==> src/inc/pss_consts.svh <==
// register map, field layout and selector codes of the pin signal select block
`ifndef PSS_CONSTS_SVH
`define PSS_CONSTS_SVH
// register indices, byte address is four times the index
`define PSS_IDX_OUTSEL 10'h023
`define PSS_IDX_INPUT 10'h025
`define PSS_IDX_EXT 10'h026
`define PSS_IDX_PINDIR 10'h027
`define PSS_IDX_ARM 10'h028
`define PSS_IDX_STAMP 10'h029
// output select fields
`define PSS_SEL0_MSB 6
`define PSS_SEL0_LSB 0
`define PSS_SEL1_MSB 14
`define PSS_SEL1_LSB 8
// extension register fields
`define PSS_EXT_IDLE_BIT 8
`define PSS_EXT_INV_BIT 7
`define PSS_EXT_KEEP_BIT 6
`define PSS_EXT_PIN_MSB 5
`define PSS_EXT_PIN_LSB 4
// direction register fields
`define PSS_DIR_IN_MSB 1
`define PSS_DIR_IN_LSB 0
`define PSS_DIR_OUT_MSB 5
`define PSS_DIR_OUT_LSB 4
`define PSS_ARM_BIT 0
// reset values
`define PSS_RST_SEL 7'h00
`define PSS_RST_PINSEL 2'h0
`define PSS_RST_PAIR 2'h0
`define PSS_RST_BIT 1'b0
`define PSS_RST_WORD 32'h0000_0000
// selector codes and code groups
`define PSS_SEL_LOW 7'h00
`define PSS_SEL_HIGH 7'h01
`define PSS_SEL_PATTERN 7'h10
`define PSS_SEL_SLEEP 7'h11
`define PSS_SEL_LED_H 7'h37
`define PSS_SEL_LED_ANY 7'h3f
`define PSS_SEL_MOD_L 7'h4b
`define PSS_SEL_MOD_ANY 7'h4f
`define PSS_SEL_DATA_A 7'h50
`define PSS_SEL_DATA_ANY 7'h5f
`define PSS_GRP_ACTIVE 3'h2
`define PSS_GRP_LED 3'h3
`define PSS_GRP_MOD 3'h4
`define PSS_GRP_DATA 3'h5
`define PSS_SUB_ANY 4'hf
`define PSS_SLOTS 12
`define PSS_SLOT_A 0
`define PSS_SLOT_H 7
`define PSS_SLOT_L 11
`define PSS_ONLY_A 12'h001
// stamp pin select codes
`define PSS_PIN_ZERO 2'h0
`define PSS_PIN_ONE 2'h1
`endif

==> src/inc/pss_pkg.sv <==
// shared types of the pin signal select block
`default_nettype none
package pss_pkg;
	typedef logic [6:0] pss_sel_type;
	typedef logic [11:0] pss_slots_type;
	typedef logic [1:0] pss_pins_type;
endpackage
`default_nettype wire

==> src/inc/pss_event_if.sv <==
// timing events carried from the top to each pin selector
`timescale 1ns/1ps
`default_nettype none
interface pss_event_if;
	pss_pkg::pss_slots_type slotActive;
	pss_pkg::pss_slots_type ledPulse;
	pss_pkg::pss_slots_type modPulse;
	pss_pkg::pss_slots_type dataCycle;
	logic                   sleepState;
	logic                   idleLevel;
	modport src (output slotActive, ledPulse, modPulse, dataCycle, sleepState, idleLevel);
	modport sink (input slotActive, ledPulse, modPulse, dataCycle, sleepState, idleLevel);
endinterface
`default_nettype wire

==> src/pss_pin_select.sv <==
// pin signal select, input readback and time stamp trigger with apb registers
// Summary of operation
// - codes 0x37 to 0x3B drive the pin with led pulse of slots H to L.
// - code 0x3F drives the pin with the led pulse of any slot.
// - codes 0x40 to 0x4B drive modulation pulse of slots A to L.
// - code 0x4F drives modulation pulse of any slot.
// - codes 0x50 to 0x5B mark output data cycle of slots A to L.
// - code 0x5F marks output data cycle of any slot.
// - pin zero selector sits at bits 6 to 0, resets zero, bit 7 reads zero.
// - input field returns levels of input-enabled pins, bit 0 is pin zero.
// - pattern code 0x10 returns pin to idle level after each slot and in sleep.
// - edge invert bit 7 picks rising edge when clear, falling when set.
// - keep-armed bit 6 stops a capture from disarming the stamp.
// - stamp pin select bits 5 to 4, reset zero, selects pin zero.
// - stamp pin select value one selects pin one.
// - pattern code 0x10 outputs per-slot pattern bits or idle level.
//
// The APB interface to the registers was chosen for this implementation.
`timescale 1ns/1ps
`default_nettype none
`include "pss_consts.svh"
module pss_pin_select #(
	parameter int STAMP_W = 16
) (
	input wire logic                   clk,
	input wire logic                   rst_n,
	input wire logic [11:0]            paddr,
	input wire logic                   psel,
	input wire logic                   penable,
	input wire logic                   pwrite,
	input wire logic [31:0]            pwdata,
	output logic [31:0]                prdata,
	output logic                       pready,
	output logic                       pslverr,
	input wire pss_pkg::pss_slots_type slotActive,
	input wire pss_pkg::pss_slots_type ledPulse,
	input wire pss_pkg::pss_slots_type modPulse,
	input wire pss_pkg::pss_slots_type dataCycle,
	input wire logic                   sleepState,
	input wire pss_pkg::pss_slots_type slotPattern0,
	input wire pss_pkg::pss_slots_type slotPattern1,
	input wire pss_pkg::pss_pins_type  pinIn,
	output logic [1:0]                 pinOut,
	output logic [1:0]                 pinOe_n,
	output logic                       stampCapture,
	output logic                       stampArmed
);
	// --------------------------------------------------------------
	// apb decode
	// --------------------------------------------------------------
	// unaligned addresses never hit, so they fall to the error answer
	function automatic logic regHit(input logic [11:0] addr, input logic [9:0] idx);
		regHit = (addr[1:0] == 2'h0) && (addr[11:2] == idx);
	endfunction

	logic setupPhase;
	logic wrEn;

	// zero wait states: every access phase completes at once
	assign setupPhase = psel && !penable;
	assign wrEn = psel && penable && pwrite;
	assign pready = psel && penable;

	// --------------------------------------------------------------
	// configuration registers
	// --------------------------------------------------------------
	pss_pkg::pss_sel_type sel0_reg, sel0_next;
	pss_pkg::pss_sel_type sel1_reg, sel1_next;
	logic                 idleLevel_reg, idleLevel_next;
	logic                 stampInv_reg, stampInv_next;
	logic                 keepArmed_reg, keepArmed_next;
	logic [1:0]           stampPin_reg, stampPin_next;
	logic [1:0]           inEnable_reg, inEnable_next;
	logic [1:0]           outEnable_reg, outEnable_next;

	// writes take effect only at the completing access edge
	always_comb begin
		sel0_next = sel0_reg;
		sel1_next = sel1_reg;
		idleLevel_next = idleLevel_reg;
		stampInv_next = stampInv_reg;
		keepArmed_next = keepArmed_reg;
		stampPin_next = stampPin_reg;
		inEnable_next = inEnable_reg;
		outEnable_next = outEnable_reg;
		if (wrEn && regHit(paddr, `PSS_IDX_OUTSEL)) begin
			sel0_next = pwdata[`PSS_SEL0_MSB:`PSS_SEL0_LSB];
			sel1_next = pwdata[`PSS_SEL1_MSB:`PSS_SEL1_LSB];
		end
		if (wrEn && regHit(paddr, `PSS_IDX_EXT)) begin
			idleLevel_next = pwdata[`PSS_EXT_IDLE_BIT];
			stampInv_next = pwdata[`PSS_EXT_INV_BIT];
			keepArmed_next = pwdata[`PSS_EXT_KEEP_BIT];
			stampPin_next = pwdata[`PSS_EXT_PIN_MSB:`PSS_EXT_PIN_LSB];
		end
		if (wrEn && regHit(paddr, `PSS_IDX_PINDIR)) begin
			inEnable_next = pwdata[`PSS_DIR_IN_MSB:`PSS_DIR_IN_LSB];
			outEnable_next = pwdata[`PSS_DIR_OUT_MSB:`PSS_DIR_OUT_LSB];
		end
	end

	always_ff @(posedge clk) begin
		if (!rst_n) begin
			sel0_reg <= `PSS_RST_SEL;
			sel1_reg <= `PSS_RST_SEL;
			idleLevel_reg <= `PSS_RST_BIT;
			stampInv_reg <= `PSS_RST_BIT;
			keepArmed_reg <= `PSS_RST_BIT;
			stampPin_reg <= `PSS_RST_PINSEL;
			inEnable_reg <= `PSS_RST_PAIR;
			outEnable_reg <= `PSS_RST_PAIR;
		end else begin
			sel0_reg <= sel0_next;
			sel1_reg <= sel1_next;
			idleLevel_reg <= idleLevel_next;
			stampInv_reg <= stampInv_next;
			keepArmed_reg <= keepArmed_next;
			stampPin_reg <= stampPin_next;
			inEnable_reg <= inEnable_next;
			outEnable_reg <= outEnable_next;
		end
	end

	// --------------------------------------------------------------
	// pin selectors
	// --------------------------------------------------------------
	pss_event_if evt ();
	logic [1:0] muxLevel;

	assign evt.slotActive = slotActive;
	assign evt.ledPulse = ledPulse;
	assign evt.modPulse = modPulse;
	assign evt.dataCycle = dataCycle;
	assign evt.sleepState = sleepState;
	assign evt.idleLevel = idleLevel_reg;

	pss_pin_mux u_mux0 (
		.evt     (evt),
		.sel     (sel0_reg),
		.pattern (slotPattern0),
		.level   (muxLevel[0])
	);

	pss_pin_mux u_mux1 (
		.evt     (evt),
		.sel     (sel1_reg),
		.pattern (slotPattern1),
		.level   (muxLevel[1])
	);

	// --------------------------------------------------------------
	// pin synchronisers and output flops
	// --------------------------------------------------------------
	logic [1:0] pinMeta_reg, pinMeta_next;
	logic [1:0] pinSync_reg, pinSync_next;
	logic [1:0] pinPrev_reg, pinPrev_next;
	logic [1:0] inLevel_reg, inLevel_next;
	logic [1:0] pinOut_reg, pinOut_next;

	// pins are asynchronous: two flops before edge detect or readback
	always_comb begin
		pinMeta_next = pinIn;
		pinSync_next = pinMeta_reg;
		pinPrev_next = pinSync_reg;
		inLevel_next = pinSync_reg & inEnable_reg;
		pinOut_next = muxLevel;
	end

	always_ff @(posedge clk) begin
		if (!rst_n) begin
			pinMeta_reg <= `PSS_RST_PAIR;
			pinSync_reg <= `PSS_RST_PAIR;
			pinPrev_reg <= `PSS_RST_PAIR;
			inLevel_reg <= `PSS_RST_PAIR;
			pinOut_reg <= `PSS_RST_PAIR;
		end else begin
			pinMeta_reg <= pinMeta_next;
			pinSync_reg <= pinSync_next;
			pinPrev_reg <= pinPrev_next;
			inLevel_reg <= inLevel_next;
			pinOut_reg <= pinOut_next;
		end
	end

	assign pinOut = pinOut_reg;
	assign pinOe_n = ~outEnable_reg;

	// --------------------------------------------------------------
	// time stamp trigger
	// --------------------------------------------------------------
	logic               trigNow;
	logic               trigPrev;
	logic               trigEdge;
	logic               arm_reg, arm_next;
	logic               capture_reg, capture_next;
	logic [STAMP_W-1:0] stampCount_reg, stampCount_next;
	logic [STAMP_W-1:0] stampValue_reg, stampValue_next;
	logic               armWrite;

	// software access to the arm register
	assign armWrite = wrEn && regHit(paddr, `PSS_IDX_ARM);

	// selects 2 and 3 name pins this block lacks, so they never fire
	always_comb begin
		trigNow = 1'b0;
		trigPrev = 1'b0;
		case (stampPin_reg)
			`PSS_PIN_ZERO: begin
				trigNow = pinSync_reg[0];
				trigPrev = pinPrev_reg[0];
			end
			`PSS_PIN_ONE: begin
				trigNow = pinSync_reg[1];
				trigPrev = pinPrev_reg[1];
			end
			default: begin
				trigNow = 1'b0;
				trigPrev = 1'b0;
			end
		endcase
		trigEdge = stampInv_reg ? (trigPrev && !trigNow) : (!trigPrev && trigNow);
	end

	// a software arm in the capture cycle wins over the auto clear
	always_comb begin
		capture_next = arm_reg && trigEdge;
		stampCount_next = stampCount_reg + STAMP_W'(1);
		stampValue_next = capture_next ? stampCount_reg : stampValue_reg;
		arm_next = arm_reg;
		if (capture_next && !keepArmed_reg) begin
			arm_next = 1'b0;
		end
		// written value always wins: 1 arms, 0 disarms
		if (armWrite) begin
			arm_next = pwdata[`PSS_ARM_BIT];
		end
	end

	always_ff @(posedge clk) begin
		if (!rst_n) begin
			arm_reg <= `PSS_RST_BIT;
			capture_reg <= `PSS_RST_BIT;
			stampCount_reg <= '0;
			stampValue_reg <= '0;
		end else begin
			arm_reg <= arm_next;
			capture_reg <= capture_next;
			stampCount_reg <= stampCount_next;
			stampValue_reg <= stampValue_next;
		end
	end

	assign stampCapture = capture_reg;
	assign stampArmed = arm_reg;

	// --------------------------------------------------------------
	// read data and error answer
	// --------------------------------------------------------------
	logic [31:0] prdata_reg, prdata_next;
	logic        pslverr_reg, pslverr_next;

	// loaded at the setup edge so the access phase shows flopped data
	always_comb begin
		prdata_next = prdata_reg;
		pslverr_next = pslverr_reg;
		if (setupPhase) begin
			prdata_next = `PSS_RST_WORD;
			pslverr_next = 1'b0;
			if (regHit(paddr, `PSS_IDX_OUTSEL)) begin
				prdata_next = 32'({1'b0, sel1_reg, 1'b0, sel0_reg});
			end else if (regHit(paddr, `PSS_IDX_INPUT)) begin
				prdata_next = 32'(inLevel_reg);
			end else if (regHit(paddr, `PSS_IDX_EXT)) begin
				prdata_next = 32'({idleLevel_reg, stampInv_reg, keepArmed_reg,
					stampPin_reg, 4'h0});
			end else if (regHit(paddr, `PSS_IDX_PINDIR)) begin
				prdata_next = 32'({outEnable_reg, 2'h0, inEnable_reg});
			end else if (regHit(paddr, `PSS_IDX_ARM)) begin
				prdata_next = 32'(arm_reg);
			end else if (regHit(paddr, `PSS_IDX_STAMP)) begin
				prdata_next = 32'(stampValue_reg);
			end else begin
				pslverr_next = 1'b1;
			end
			if (pwrite) begin
				prdata_next = `PSS_RST_WORD;
			end
		end
	end

	always_ff @(posedge clk) begin
		if (!rst_n) begin
			prdata_reg <= `PSS_RST_WORD;
			pslverr_reg <= 1'b0;
		end else begin
			prdata_reg <= prdata_next;
			pslverr_reg <= pslverr_next;
		end
	end

	assign prdata = prdata_reg;
	assign pslverr = pslverr_reg;

	// --------------------------------------------------------------
	// assertions
	// --------------------------------------------------------------
	logic anyLed;
	logic anyMod;
	logic anyData;
	logic rise0;
	logic fall0;
	logic rise1;

	assign anyLed = |ledPulse;
	assign anyMod = |modPulse;
	assign anyData = |dataCycle;
	assign rise0 = !pinPrev_reg[0] && pinSync_reg[0];
	assign fall0 = pinPrev_reg[0] && !pinSync_reg[0];
	assign rise1 = !pinPrev_reg[1] && pinSync_reg[1];
endmodule
`default_nettype wire

==> src/pss_pin_mux.sv <==
// one pin's output selector: picks a timing event by selector code
`timescale 1ns/1ps
`default_nettype none
`include "pss_consts.svh"
module pss_pin_mux (
	pss_event_if.sink              evt,
	input wire pss_pkg::pss_sel_type   sel,
	input wire pss_pkg::pss_slots_type pattern,
	output logic                   level
);
	// --------------------------------------------------------------
	// slot decode helpers
	// --------------------------------------------------------------
	// codes past slot L inside a group are undefined and give low
	function automatic logic slotPick(input pss_pkg::pss_slots_type vec,
		input logic [3:0] sub);
		slotPick = (sub < 4'(`PSS_SLOTS)) ? vec[sub] : 1'b0;
	endfunction

	// sub-code of all ones merges every slot
	function automatic logic groupPick(input pss_pkg::pss_slots_type vec,
		input logic [3:0] sub);
		groupPick = (sub == `PSS_SUB_ANY) ? (|vec) : slotPick(vec, sub);
	endfunction

	logic patternLevel;

	// --------------------------------------------------------------
	// selector
	// --------------------------------------------------------------
	// pattern falls back to idle level between slots and in sleep
	always_comb begin
		patternLevel = evt.idleLevel;
		if (!evt.sleepState && (|evt.slotActive)) begin
			patternLevel = |(evt.slotActive & pattern);
		end
		case (sel)
			`PSS_SEL_LOW: level = 1'b0;
			`PSS_SEL_HIGH: level = 1'b1;
			`PSS_SEL_PATTERN: level = patternLevel;
			`PSS_SEL_SLEEP: level = evt.sleepState;
			default: begin
				case (sel[6:4])
					`PSS_GRP_ACTIVE: level = slotPick(evt.slotActive, sel[3:0]);
					`PSS_GRP_LED: level = groupPick(evt.ledPulse, sel[3:0]);
					`PSS_GRP_MOD: level = groupPick(evt.modPulse, sel[3:0]);
					`PSS_GRP_DATA: level = groupPick(evt.dataCycle, sel[3:0]);
					default: level = 1'b0;
				endcase
			end
		endcase
	end
endmodule
`default_nettype wire

==> config.mk <==
export PLATFORM = sky130hd
export DESIGN_NAME = pss_pin_select
export DESIGN_NICKNAME = d
export VERILOG_FILES = /design/src/inc/pss_pkg.sv /design/src/inc/pss_event_if.sv /design/src/pss_pin_select.sv /design/src/pss_pin_mux.sv
export VERILOG_INCLUDE_DIRS = /design/src /design/src/inc
export SDC_FILE = /design/constraint.sdc
export NUM_CORES = 1
export LEC_CHECK = 0
export BUFFER_PORTS_ARGS = -buffer_cell sky130_fd_sc_hd__buf_4
export CORE_ASPECT_RATIO = 0.75
export CORE_MARGIN = 2
export CORE_UTILIZATION = 35
export DETAILED_ROUTE_END_ITERATION = 8
export GPL_ROUTABILITY_DRIVEN = 1
export GPL_TIMING_DRIVEN = 0
export HOLD_SLACK_MARGIN = 0.02
export PLACE_DENSITY = 0.58
export SLEW_MARGIN = 30
export SYNTH_ARGS = -nofsm -noshare
export SYNTH_HDL_FRONTEND = slang
export SYNTH_HIERARCHICAL = 1
export SYNTH_SLANG_ARGS = --single-unit
==> constraint.sdc <==
create_clock -name clk -period 4.34 [get_ports clk]
set_clock_uncertainty 0.05 [all_clocks]
set_input_delay 0.217 -clock clk [delete_from_list [all_inputs] [get_ports clk]]
set_output_delay 0.217 -clock clk [all_outputs]
set_load 0.03 [all_outputs]
=== Word level (Yosys, flattened, before mapping) ===
Cells that the tools add are included.

* Register bits after elaboration: 100
* Input bits: 124
* Logic and storage cells: 139

* Add/subtract/negate cells: 1
* Order comparisons: 4
* Equality and inequality tests: 23
* Multiplexer cells: 54
* Bitwise operators: 4
* Reductions and logical operators: 34

{| class="wikitable"
|+ Operator list
! operator !! number
|-
| two-way mux 16 bit || 6
|-
| OR reduction 12 bit || 6
|-
| == test 10 x 6 -> 1 bit (second input constant) || 6
|-
| two-way mux 1 bit || 33
|-
| binary-select mux 1 bit (select 4 bit) || 8
|-
| two-way mux 32 bit || 1
|-
| == test 7 x 5 -> 1 bit (second input constant) || 4
|-
| bitwise AND 12 bit || 2
|-
| logical AND 1 bit || 18
|-
| adder 16 x 1 -> 16 bit (second input constant) || 1
|-
| one-hot mux 1 bit (4 select lines) || 4
|-
| == test 7 x 1 -> 1 bit (second input constant) || 2
|-
| zero test 7 bit || 2
|-
| == test 3 x 2 -> 1 bit (second input constant) || 4
|-
| == test 3 bit (second input constant) || 4
|-
| < comparator 4 x 5 -> 1 bit (second input constant) || 2
|-
| == test 4 bit (second input constant) || 2
|-
| < comparator 4 bit (second input constant) || 2
|-
| zero test 1 bit || 5
|-
| zero test 2 bit || 2
|-
| one-hot mux 1 bit (2 select lines) || 2
|-
| bitwise AND 2 bit || 1
|-
| == test 2 x 1 -> 1 bit (second input constant) || 1
|-
| inverter 2 bit || 1
|-
| nonzero test 2 bit || 1
|}

=== Depth between registers and ports, before layout ===
Gate-level depths: netlist of run 1.

* Depth after elaboration: 9
* Gate-level depth with buffers: 9
* Mapped depth without buffers: 7

=== Hierarchy ===
The synthesis of run 1 kept the hierarchy.

{| class="wikitable"
|+ Modules (own cells, without submodules)
! module !! instances !! cells each !! area each (um2) !! seq. area each (um2)
|-
| pss_pin_select || 1 || 415 || 3678.5 || 1681.6
|-
| pss_pin_mux || 2 || 86 || 708.2 || 0.0
|}

=== Least setup slack after synthesis of run 1 ===
No wires, ideal clock.

* Path type: register to register
* Start point: register sel1_reg[0]
* End point: register pinOut_reg[1] (netlist: pinOut[1])
* Setup time: 115 ps
* Arrival time: 1736 ps
* Slack: 2439 ps
* Cell stages (with the launch flop): 8
* Path buffers: 1
* Cells stage by stage: dfxtp_1 > buf_2 > mux4_2 > o32ai_1 > nor3_1 > nor4_1 > nand3_1 > and2_1

* Word-level cells in the longest chain between the ends: 6
* Elaborated cells between the ends (all ways): 23
* Those cells by class: 1 x order compare; 4 x eq/ne; 17 x mux; 1 x reduce/logical

{| class="wikitable"
|+ Ends and longest elaborated chain
! item !! RTL line !! source
|-
| start: declaration || pss_pin_select.sv:68 || <nowiki>pss_pkg::pss_sel_type sel1_reg, sel1_next;</nowiki>
|-
| start signal: assignment || pss_pin_select.sv:105 || <nowiki>sel1_reg <= `PSS_RST_SEL;</nowiki>
|-
| start signal: assignment || pss_pin_select.sv:114 || <nowiki>sel1_reg <= sel1_next;</nowiki>
|-
| binary-select mux 1 bit (select 4 bit) || pss_pin_mux.sv:17 || <nowiki>slotPick = (sub < 4'(`PSS_SLOTS)) ? vec[sub] : 1'b0;</nowiki>
|-
| two-way mux 1 bit (implied by the code) || pss_pin_mux.sv:17 ||
|-
| two-way mux 1 bit || pss_pin_mux.sv:17 ||
|-
| two-way mux 1 bit || pss_pin_mux.sv:23 || <nowiki>groupPick = (sub == `PSS_SUB_ANY) ? (|vec) : slotPick(vec, sub);</nowiki>
|-
| one-hot mux 1 bit (4 select lines) || pss_pin_mux.sv:43 || <nowiki>case (sel[6:4])</nowiki>
|-
| one-hot mux 1 bit (4 select lines) * || pss_pin_mux.sv:37 || <nowiki>case (sel)</nowiki>
|-
| net muxLevel[1] || pss_pin_select.sv:128 || <nowiki>logic [1:0] muxLevel;</nowiki>
|-
| end signal: assignment || pss_pin_select.sv:175 || <nowiki>pinOut_reg <= `PSS_RST_PAIR;</nowiki>
|-
| end signal: assignment || pss_pin_select.sv:181 || <nowiki>pinOut_reg <= pinOut_next;</nowiki>
|-
| end: declaration || pss_pin_select.sv:158 || <nowiki>logic [1:0] pinOut_reg, pinOut_next;</nowiki>
|}

Mark *: on every way through the listed nets, which the timed path passes. The rest lies on a longest branch. The select of a mux whose other input is x is not followed.
A chain may end at the register's enable or synchronous reset.

=== Worst setup path in the final report of run 1 ===
* Start point: register sel0_reg[0]
* End point: register pinOut_reg[0] (netlist: pinOut[0])

* Word-level cells in the longest chain between the ends: 6
* Elaborated cells between the ends (all ways): 23
* Those cells by class: 1 x order compare; 4 x eq/ne; 17 x mux; 1 x reduce/logical

{| class="wikitable"
|+ Ends and longest elaborated chain
! item !! RTL line !! source
|-
| start: declaration || pss_pin_select.sv:67 || <nowiki>pss_pkg::pss_sel_type sel0_reg, sel0_next;</nowiki>
|-
| start signal: assignment || pss_pin_select.sv:104 || <nowiki>sel0_reg <= `PSS_RST_SEL;</nowiki>
|-
| start signal: assignment || pss_pin_select.sv:113 || <nowiki>sel0_reg <= sel0_next;</nowiki>
|-
| binary-select mux 1 bit (select 4 bit) || pss_pin_mux.sv:17 ||
|-
| two-way mux 1 bit (implied by the code) || pss_pin_mux.sv:17 ||
|-
| two-way mux 1 bit || pss_pin_mux.sv:17 ||
|-
| two-way mux 1 bit || pss_pin_mux.sv:23 ||
|-
| one-hot mux 1 bit (4 select lines) || pss_pin_mux.sv:43 ||
|-
| one-hot mux 1 bit (4 select lines) * || pss_pin_mux.sv:37 ||
|-
| net muxLevel[0] || pss_pin_select.sv:128 ||
|}

Marks and branches as above.

==> results of run 1 <==
layer usage:
| layer | vias to the layer above | track usage |
|---|---|---|
| met3 | 6 | 0.05403 |
| met2 | 220 | 0.3237 |
| met1 | 2497 | 0.3502 |
| met5 | - | 0 |
| met4 | 0 | 0.03711 |
| li1 | 2494 | - |
area by class of cell:
| type | count | area share |
|---|---|---|
| Timing Repair Buffer | 130 | 0.1467 |
| Tap cell | 200 | 0.03752 |
| Inverter | 9 | 0.005066 |
| Clock inverter | 4 | 0.003377 |
| Multi-Input combinational cell | 459 | 0.4666 |
| Sequential cell | 84 | 0.2522 |
| Buffer | 50 | 0.04859 |
| Clock buffer | 12 | 0.03996 |
cell usage after synthesis, types with 9 or more instances:
cell | instances | area share
nand2_1 | 54 | 0.040
buf_4 | 17 | 0.025
nor2b_1 | 11 | 0.014
nand3_1 | 46 | 0.045
o21ai_0 | 47 | 0.046
mux4_2 | 11 | 0.049
clkbuf_1 | 16 | 0.012
buf_2 | 10 | 0.0098
nand4_1 | 10 | 0.012
and2_1 | 10 | 0.012
nor4_1 | 28 | 0.034
a22o_1 | 9 | 0.015
nor2_1 | 39 | 0.029
mux2i_1 | 22 | 0.043
a22oi_1 | 13 | 0.019
dfxtp_1 | 84 | 0.33
nand2b_1 | 10 | 0.012
a21oi_1 | 20 | 0.020
final timing paths:
check	end	slack, ns	depth (start not counted)	startpoint
worst min register to register	prdata[13]	0.38	2	prdata[13]
worst min-delay path	pinMeta_reg[1]	0.03	2	pinIn[1]
worst max register to register	pinOut[0]	1.84	7	sel0_reg[0]
worst max-delay path	pinOut[0]	1.84	7	sel0_reg[0]
cells by family (layout without fill, tap and decap cells):
| family | after synthesis | count (layout) | share of synthesized area |
|---|---|---|---|
| compound gates | 130 | 130 | 0.1695 |
| xor+xnor | 11 | 11 | 0.01891 |
| fa+ha+maj | 1 | 1 | 0.002455 |
| buf+inv | 59 | 205 | 0.07024 |
| flops | 84 | 84 | 0.3301 |
| mux | 39 | 39 | 0.1169 |
| other cells | 1 | 16 | 0.0007360 |
| simple gates | 262 | 262 | 0.2913 |
power breakdown:
part | total [mW] | leakage, nW | internal, mW | switching (mW)
Sequential | 0.783 | 0.678 | 0.777 | 0.00540
Clock | 0.736 | 0.144 | 0.431 | 0.304
Combinational | 0.241 | 1.73 | 0.115 | 0.126
==> metrics.md, run 1 <==
| Metric | Value |
|---|---|
| Class of the worst hold path | input port to flip-flop |
| Arrival time at the worst endpoint | 2.69 ns |
| Detailed Route WL | 17,160 um |
| Mapped cell area | 5095 sq um |
| First-pass GRT wire length | 26,970 um |
| Detail Route Antenna Nets | 0 |
| Mean Syn Cell Area | 8.680 sq um |
| Number of storage elements in the synthesis netlist | 84 |
| CP max-delay cell | dfxtp_1 |
| Post-CTS clock slew at the launch and capture registers of the worst setup and hold paths | 0.06 ns |
| Type of the worst setup path | flip-flop to flip-flop |
| Commonest cells after routing, fill and taps aside | buf_4, dfxtp_1, nand2_1 |
| Total number of yosys warnings | 6 |
| Longest individual stage delay on the worst path | 0.51 ns |
| Worst-path fanout max | 10 |
| Measured slew at the worst slew-check pin | 0.6656 ns |
| CTS tree | built |
| Number of cells produced by synthesis | 587 |
| Maximum vdd drop | 0.1667 mV |
| Number of cells upsized or downsized after cts | 0 |
| Wirelength per Cell | 18.11 um |
| HPWL after detailed placement | 13,560 um |
| Detailed-route wire length on metal 1 | 8455 um |
| Area of the multi-input gates | 3112 sq um |
| Overall power after layout | 1.760 mW |
| Highest clock frequency the design can meet | 399.6 MHz |
| Post-detailed-placement cell area | 6370 sq um |
| Sequential standard cell area | 1682 sq um |
| Maximum number of pins on one net before global-route repair | 14 |
| Via Count | 5,217 |
| Total negative slack | 0 ns |
| Setup crit end kind | flip-flop |
| Worst setup slack after placement | 1.863 ns |
| Final net count | 868 |
| Power density over cell area | 263.9 nW/um^2 |
| Core outline area | 14,360 sq um |
| Max capacitance violation total | 0 |
| Via-to-Cell Ratio | 5.503 |
| Crit path buf inv count | 1 |
| Total grt overflow | 0 |
| Routed length on met3 | 1413 um |
| Number of placement rows | 38 |
| DRC viols | 0 |
| IO Port Bufs | 129 |
| Clock latency at the later pin of the worst-skew pair | 0.34 ns |
| Finished Layout Cells | 948 |
| Ratio of cells with drive above 1 in the final layout | 0.2874 |
| Violation count after the first detailed-routing iteration | 385 |
| Vias in the first global route | 4,948 |
| Number of diodes added for antenna fixing | 0 |
| EDFF count, synth | 0 |
| Cell Count Post-Placement | 931 |
| Primary flip-flop cell chosen by synthesis mapping | dfxtp_1 |
| Status | complete, no violations |
| Req. time, crit path | 4.53 ns |
| Count of fill cells added during filler insertion | 1,479 |
| Metal2 WL | 7203 um |
| Worst-path cell chain | buf_2 -> mux4_2 -> o32ai_1 -> nor3_1 -> nor4_1 -> nand3_1 -> and2_1 |
| Die Wd | 143.3 um |
| Initial core utilization | 0.3548 |
| Number of buffers created by CTS | 9 |
| Synth cell types | 59 |
| Leakage power | 2.551 nW |
| Max_slew headroom | 0.5563 |
| Overall Global Routing Usage | 0.2274 |
| Post-route fraction of the period consumed by the critical path | 0.5766 |
| Setup violations, final | 0 |
| Root cell of the clock tree | clkbuf_16 |
| Fin. max-slew vios | 0 |
| Max clock buf depth | 2 |
| Cts-stage hold buffer count | 1 |
| Initial antenna violation count | 0 |
| Post-route standard cell area excluding fillers | 6669 sq um |
| Final core area utilization | 0.4644 |
| H-tree depth | 3 |
| I/O pin total | 164 |
| Clock tree sinks | 84 |
| Sequential-to-total area share from yosys stat | 0.3301 |
| Most common library cell in the layout ignoring fill and taps | buf_4 |
| Minimum setup slack in the final design | 1.837 ns |
| Top Family by Delay on Critical Path | simple AND/OR/NAND/NOR gates |
| Last weighted congestion value of the routability-driven placer | 0.9612 |
| Area enclosed by the die boundary | 15,550 sq um |
| Layout area overhead | 30.89% |
| Top layer reached by signal wires | met4 |
| Minimum clock period | 2.503 ns |
| Post-CTS Setup Repair Bufs | 0 |
| Ys async rst share | 0 |
| Startpoint type of the worst setup path | flip-flop |
| Die Y-Extent | 108.5 um |
| Hold Violations, Final | 0 |
| TritonRoute pass-1 iters | 5 |
| Hold Slack | 0.03432 ns |
| Setup repair after global routing missed its margin | no |
(Power assumes the default switching activity.)
==> run 2, diff against run 1 <==
- clock period: 4.34 -> 2.4 ns (I/O delays scaled with it)
==> run 2 against run 1 <==
  * Combinational power increased by 90%
  * Sequential cell count stayed put
  * Final area increased by 2.5%
  * Setup slack worse by 1.7 ns
  * Highest routed layer unchanged
  * Via count increased by 0.90%
  * Register-to-register slack got worse by 1.7 ns
  * Final cell count grew 1.5%
  * Wire length increased by 1.1%
  * Core utilization rose by 1.2 points
  * Critical path type unchanged
  * Power increased by 82%
  * Sequential power grew 81%
  * Global-route usage grew 0.22 points
==> metrics.md, run 2 (synthesized netlist as in run 1, its figures left out) <==
| Metric | Value |
|---|---|
| Max clock buf depth | 2 |
| Number of diodes added for antenna fixing | 0 |
| Count of fill cells added during filler insertion | 1,471 |
| Post-CTS clock slew at the launch and capture registers of the worst setup and hold paths | 0.06 ns |
| Req. time, crit path | 2.64 ns |
| Total grt overflow | 0 |
| Die Y-Extent | 108.5 um |
| Maximum vdd drop | 0.3020 mV |
| Detailed Route WL | 17,360 um |
| Post-CTS Setup Repair Bufs | 0 |
| Post-route fraction of the period consumed by the critical path | 0.9484 |
| Fin. max-slew vios | 0 |
| Setup crit end kind | flip-flop |
| TritonRoute pass-1 iters | 5 |
| Clock latency at the later pin of the worst-skew pair | 0.34 ns |
| Met2 Use GR | 0.3288 |
| Violation count after the first detailed-routing iteration | 426 |
| Type of the worst setup path | flip-flop to flip-flop |
| Max capacitance violation total | 0 |
| Startpoint type of the worst setup path | flip-flop |
| Last weighted congestion value of the routability-driven placer | 0.9612 |
| Number of placement rows | 38 |
| Class of the worst hold path | input port to flip-flop |
| CTS tree | built |
| Maximum number of pins on one net before global-route repair | 14 |
| Highest clock frequency the design can meet | 439.3 MHz |
| Overall Global Routing Usage | 0.2296 |
| Detail Route Antenna Nets | 0 |
| Worst-path fanout max | 10 |
| Met3 usage in global routing | 0.05226 |
| Minimum setup slack in the final design | 0.1239 ns |
| Die Wd | 143.3 um |
| Ratio of cells with drive above 1 in the final layout | 0.2861 |
| Core outline area | 14,360 sq um |
| IO Port Bufs | 129 |
| Commonest cells after routing, fill and taps aside | buf_4, dfxtp_1, nand2_1 |
| Fraction of met1 tracks used by global routing | 0.3519 |
| Minimum clock period | 2.276 ns |
| Cell Count Post-Placement | 931 |
| Wirelength per Cell | 18.04 um |
| Global-route layer with the greatest usage | met1 |
| Setup repair after global routing missed its margin | no |
| Final core area utilization | 0.4760 |
| Root cell of the clock tree | clkbuf_16 |
| Leakage power | 2.618 nW |
| Most common library cell in the layout ignoring fill and taps | buf_4 |
| Via-to-Cell Ratio | 5.472 |
| Initial core utilization | 0.3548 |
| Worst setup slack after placement | -0.07733 ns |
| Power density over cell area | 469.2 nW/um^2 |
| Hold Violations, Final | 0 |
| Setup violations, final | 0 |
| Vias in the first global route | 5,044 |
| Finished Layout Cells | 962 |
| Measured slew at the worst slew-check pin | 0.6678 ns |
| Max_slew headroom | 0.5548 |
| Clock tree sinks | 84 |
| Final net count | 882 |
| DRC viols | 0 |
| Area enclosed by the die boundary | 15,550 sq um |
| Via Count | 5,264 |
| Status | complete, no violations |
| I/O pin total | 164 |
| Number of buffers created by CTS | 9 |
| Initial antenna violation count | 0 |
| First-pass GRT wire length | 27,260 um |
| Layout area overhead | 34.16% |
| Hold Slack | 0.05757 ns |
| HPWL after detailed placement | 13,560 um |
| Arrival time at the worst endpoint | 2.51 ns |
| H-tree depth | 3 |
==> run 2: cell count changes in the layout (fill, tap and decap cells not counted) <==
cell and delta:
buf_4 +2, nor4_2 +1, dfxtp_1 -2, buf_2 -2
clkbuf_1 -2, dlygate4sd3_1 +16, nor4_1 -1, dfxtp_2 +2
==> run 2: repair_timing <==
item                                    4_1_cts  5_1_grt
endpoints found under the setup margin        2        2
hold buffers                                 17        0
gates resized for setup                       2        3
endpoints found under the hold margin        26        0
==> run 2: path summary, 6_finish.rpt <==
path,startpoint,to,slack [ns],cells past startpoint
max,sel0_reg[2],pinOut[0],0.12,7
min,pwrite,prdata[5],0.06,4
max reg2reg,sel0_reg[2],pinOut[0],0.12,7
min reg2reg,prdata[13],prdata[13],0.38,2
==> run 2: area by class of cell <==
class	instances	area (sq um)	area share
timing repair buffer	146	1139	0.1666
multi-input combinational	459	3118	0.4562
clock inverter	4	22.52	0.003295
clock buffer	12	266.5	0.03899
buffer	48	321.6	0.04704
sequential	84	1684	0.2464
inverter	9	33.78	0.004942
tap	200	250.2	0.03661
==> run 2: stage by stage <==
| stage | TNS, ns | instance area [sq um] | power (mW) |
|---|---|---|---|
| floorplan | 0 | 5151 | 1.637 |
| global placement | -0.2277 | 6370 | 1.872 |
| detailed placement | -0.1009 | 6370 | 1.878 |
| CTS | 0 | 6834 | 3.233 |
| global route | 0 | 6835 | 3.334 |
| finish | 0 | 6835 | 3.207 |
==> run 2: where the power goes <==
group	total, mW	internal (mW)	switching [mW]	leakage (nW)
Sequential	1.42	1.41	0.00989	0.679
Clock	1.33	0.780	0.553	0.144
Combinational	0.458	0.225	0.233	1.79
Total	3.21	2.41	0.796	2.62
==> run 2: per-layer routing <==
| layer | vias up | routed length [um] |
|---|---|---|
| li1 | 2516 | - |
| met5 | - | 0 |
| met2 | 241 | 7264 |
| met4 | 0 | 144 |
| met1 | 2497 | 8551 |
| met3 | 10 | 1394 |
==> run 2: worst max-delay path: stages (launching register included) <==
cell	delay (ns)
dfxtp_1	0.49
clkbuf_1	0.46
nand3b_1	0.19
o2111ai_1	0.15
o41ai_1	0.57
nor4_2	0.09
nand3_1	0.11
and2_1	0.11
==> run 3, diff against run 2 <==
- REMOVE_ABC_BUFFERS: not set -> 1
==> run 3 against run 2 <==
  * Setup slack worse by 0.0044 ns
  * Fmax down 0.19%
  * Final area down 4.1%
  * Power down 1.7%
  * Via count down 5.3%
  * Largest power group unchanged
  * Highest routed layer unchanged
==> metrics.md, run 3 (synthesized netlist as in run 1, its figures left out) <==
| Metric | Value |
|---|---|
| Status | complete, no violations |
| Die Wd | 143.3 um |
| Minimum setup slack in the final design | 0.1195 ns |
| Startpoint type of the worst setup path | flip-flop |
| CTS tree | built |
| Initial antenna violation count | 0 |
| Highest clock frequency the design can meet | 438.5 MHz |
| Post-CTS Setup Repair Bufs | 0 |
| Wirelength per Cell | 16.44 um |
| Violation count after the first detailed-routing iteration | 357 |
| Via Count | 4,983 |
| Post-route fraction of the period consumed by the critical path | 0.9502 |
| IO Port Bufs | 130 |
| Max clock buf depth | 2 |
| Hold Violations, Final | 0 |
| Worst R2R End | pinOut[1] |
| Total grt overflow | 0 |
| Power density over cell area | 481.1 nW/um^2 |
| Maximum vdd drop | 0.3872 mV |
| Overall Global Routing Usage | 0.1962 |
| Root cell of the clock tree | clkbuf_16 |
| Cells on worst reg2reg path | 6 |
| Max capacitance violation total | 0 |
| First-pass GRT wire length | 24,190 um |
| Die Y-Extent | 108.5 um |
| Setup repair after global routing missed its margin | no |
| Last weighted congestion value of the routability-driven placer | 0.9156 |
| Critical path launch point | sel1_reg[0] |
| Worst setup slack after placement | -0.1947 ns |
| Vias in the first global route | 4,769 |
| Number of diodes added for antenna fixing | 0 |
| Ratio of cells with drive above 1 in the final layout | 0.2636 |
| Detail Route Antenna Nets | 0 |
| DRC viols | 0 |
| Setup violations, final | 0 |
| Req. time, crit path | 2.58 ns |
| TritonRoute pass-1 iters | 5 |
| Arrival time at the worst endpoint | 2.46 ns |
| Fin. max-slew vios | 0 |
| Max_slew headroom | 0.5353 |
| Detailed Route WL | 15,080 um |
| Register-to-register setup slack | 0.12 ns |
| H-tree depth | 3 |
| Minimum clock period | 2.280 ns |
| Number of placement rows | 38 |
| Layout area overhead | 28.63% |
| Crit Reg-Reg Startpoint | sel1_reg[0] |
| Setup crit end kind | flip-flop |
| Class of the worst hold path | input port to flip-flop |
| Most common library cell in the layout ignoring fill and taps | buf_4 |
| HPWL after detailed placement | 11,120 um |
| Post-route standard cell area excluding fillers | 6554 sq um |
| Total negative slack | 0 ns |
| Hold Slack | 0.09745 ns |
| Number of buffers created by CTS | 9 |
| Post-CTS clock slew at the launch and capture registers of the worst setup and hold paths | 0.06 ns |
| Final net count | 837 |
| Measured slew at the worst slew-check pin | 0.6961 ns |
| Commonest cells after routing, fill and taps aside | buf_4, dfxtp_1, nand2_1 |
| Worst-path fanout max | 25 |
| Post-detailed-placement cell area | 6070 sq um |
| Clock tree sinks | 84 |
| Via-to-Cell Ratio | 5.434 |
| I/O pin total | 164 |
| Clock latency at the later pin of the worst-skew pair | 0.33 ns |
| Area enclosed by the die boundary | 15,550 sq um |
| Leakage power | 2.444 nW |
| Endpoint of the worst setup timing path | pinOut[1] |
| Final core area utilization | 0.4564 |
| Initial core utilization | 0.3548 |
| Type of the worst setup path | flip-flop to flip-flop |
| Maximum number of pins on one net before global-route repair | 71 |
| Core outline area | 14,360 sq um |
## run 3: cell types whose count changed in the layout (fill, tap and decap cells not counted), sizes merged
| cell | delta |
|---|---|
| buf | -31 |
| clkbuf | -16 |
| clkinvlp | -1 |
| clkinv | +2 |
| bufinv | +1 |
## run 3: worst max-delay path: stages, from the launching register on
cell	delay [ns]
dfxtp_2	0.72
mux4_2	0.40
o32ai_1	0.31
nor3_1	0.12
nor4_1	0.31
nand3_1	0.10
and2_1	0.15
## run 3: cell type report
class                      count  area, sq um
fill                        1415         7805
multi-input combinational    459         3114
inverter                       9        33.78
clock buffer                  10        229.0
timing repair buffer         149         1176
clock inverter                 6        55.05
sequential                    84         1695
tap                          200        250.2
## run 3: per-stage QoR
stage	power, mW	instances
6_report	3.153	917
4_1_cts	3.190	916
2_1_floorplan	1.595	552
3_5_place_dp	1.837	883
3_3_place_gp	1.830	882
5_1_grt	3.280	917
## run 3: worst min path at each step
stage,start,to,slack (ns),cells after the start
after floorplan,rst_n,pinMeta_reg[0],0.19,1
after global placement,pinIn[1],pinMeta_reg[1],0.28,2
after detailed placement,pinIn[0],pinMeta_reg[0],0.28,2
after CTS,pwrite,prdata[5],0.08,4
after global routing,pwrite,prdata[0],0.11,4
final,pwrite,prdata[5],0.1,4
## run 3: timing repair
| action | CTS | global route |
|---|---|---|
| hold buffers | 17 | 0 |
| gates cloned | 0 | 0 |
| hold endpoints to repair | 25 | 0 |
| setup endpoints to repair | 2 | 10 |
| resized for setup | 2 | 5 |
## run 3: metal layers
metal,track usage,share of wire,up-vias
li1,-,-,2435
met1,0.2772,0.49,2353
met2,0.3090,0.44,188
met3,0.04207,0.067,7
met4,0.04272,0.0056,0
met5,0,0,-
## run 3: power by group
part | total (mW) | switching (mW) | leakage (nW) | internal (mW)
combinational | 0.419 | 0.216 | 1.62 | 0.203
sequential | 1.41 | 0.00987 | 0.682 | 1.40
clock | 1.32 | 0.526 | 0.146 | 0.796
total | 3.15 | 0.752 | 2.44 | 2.40
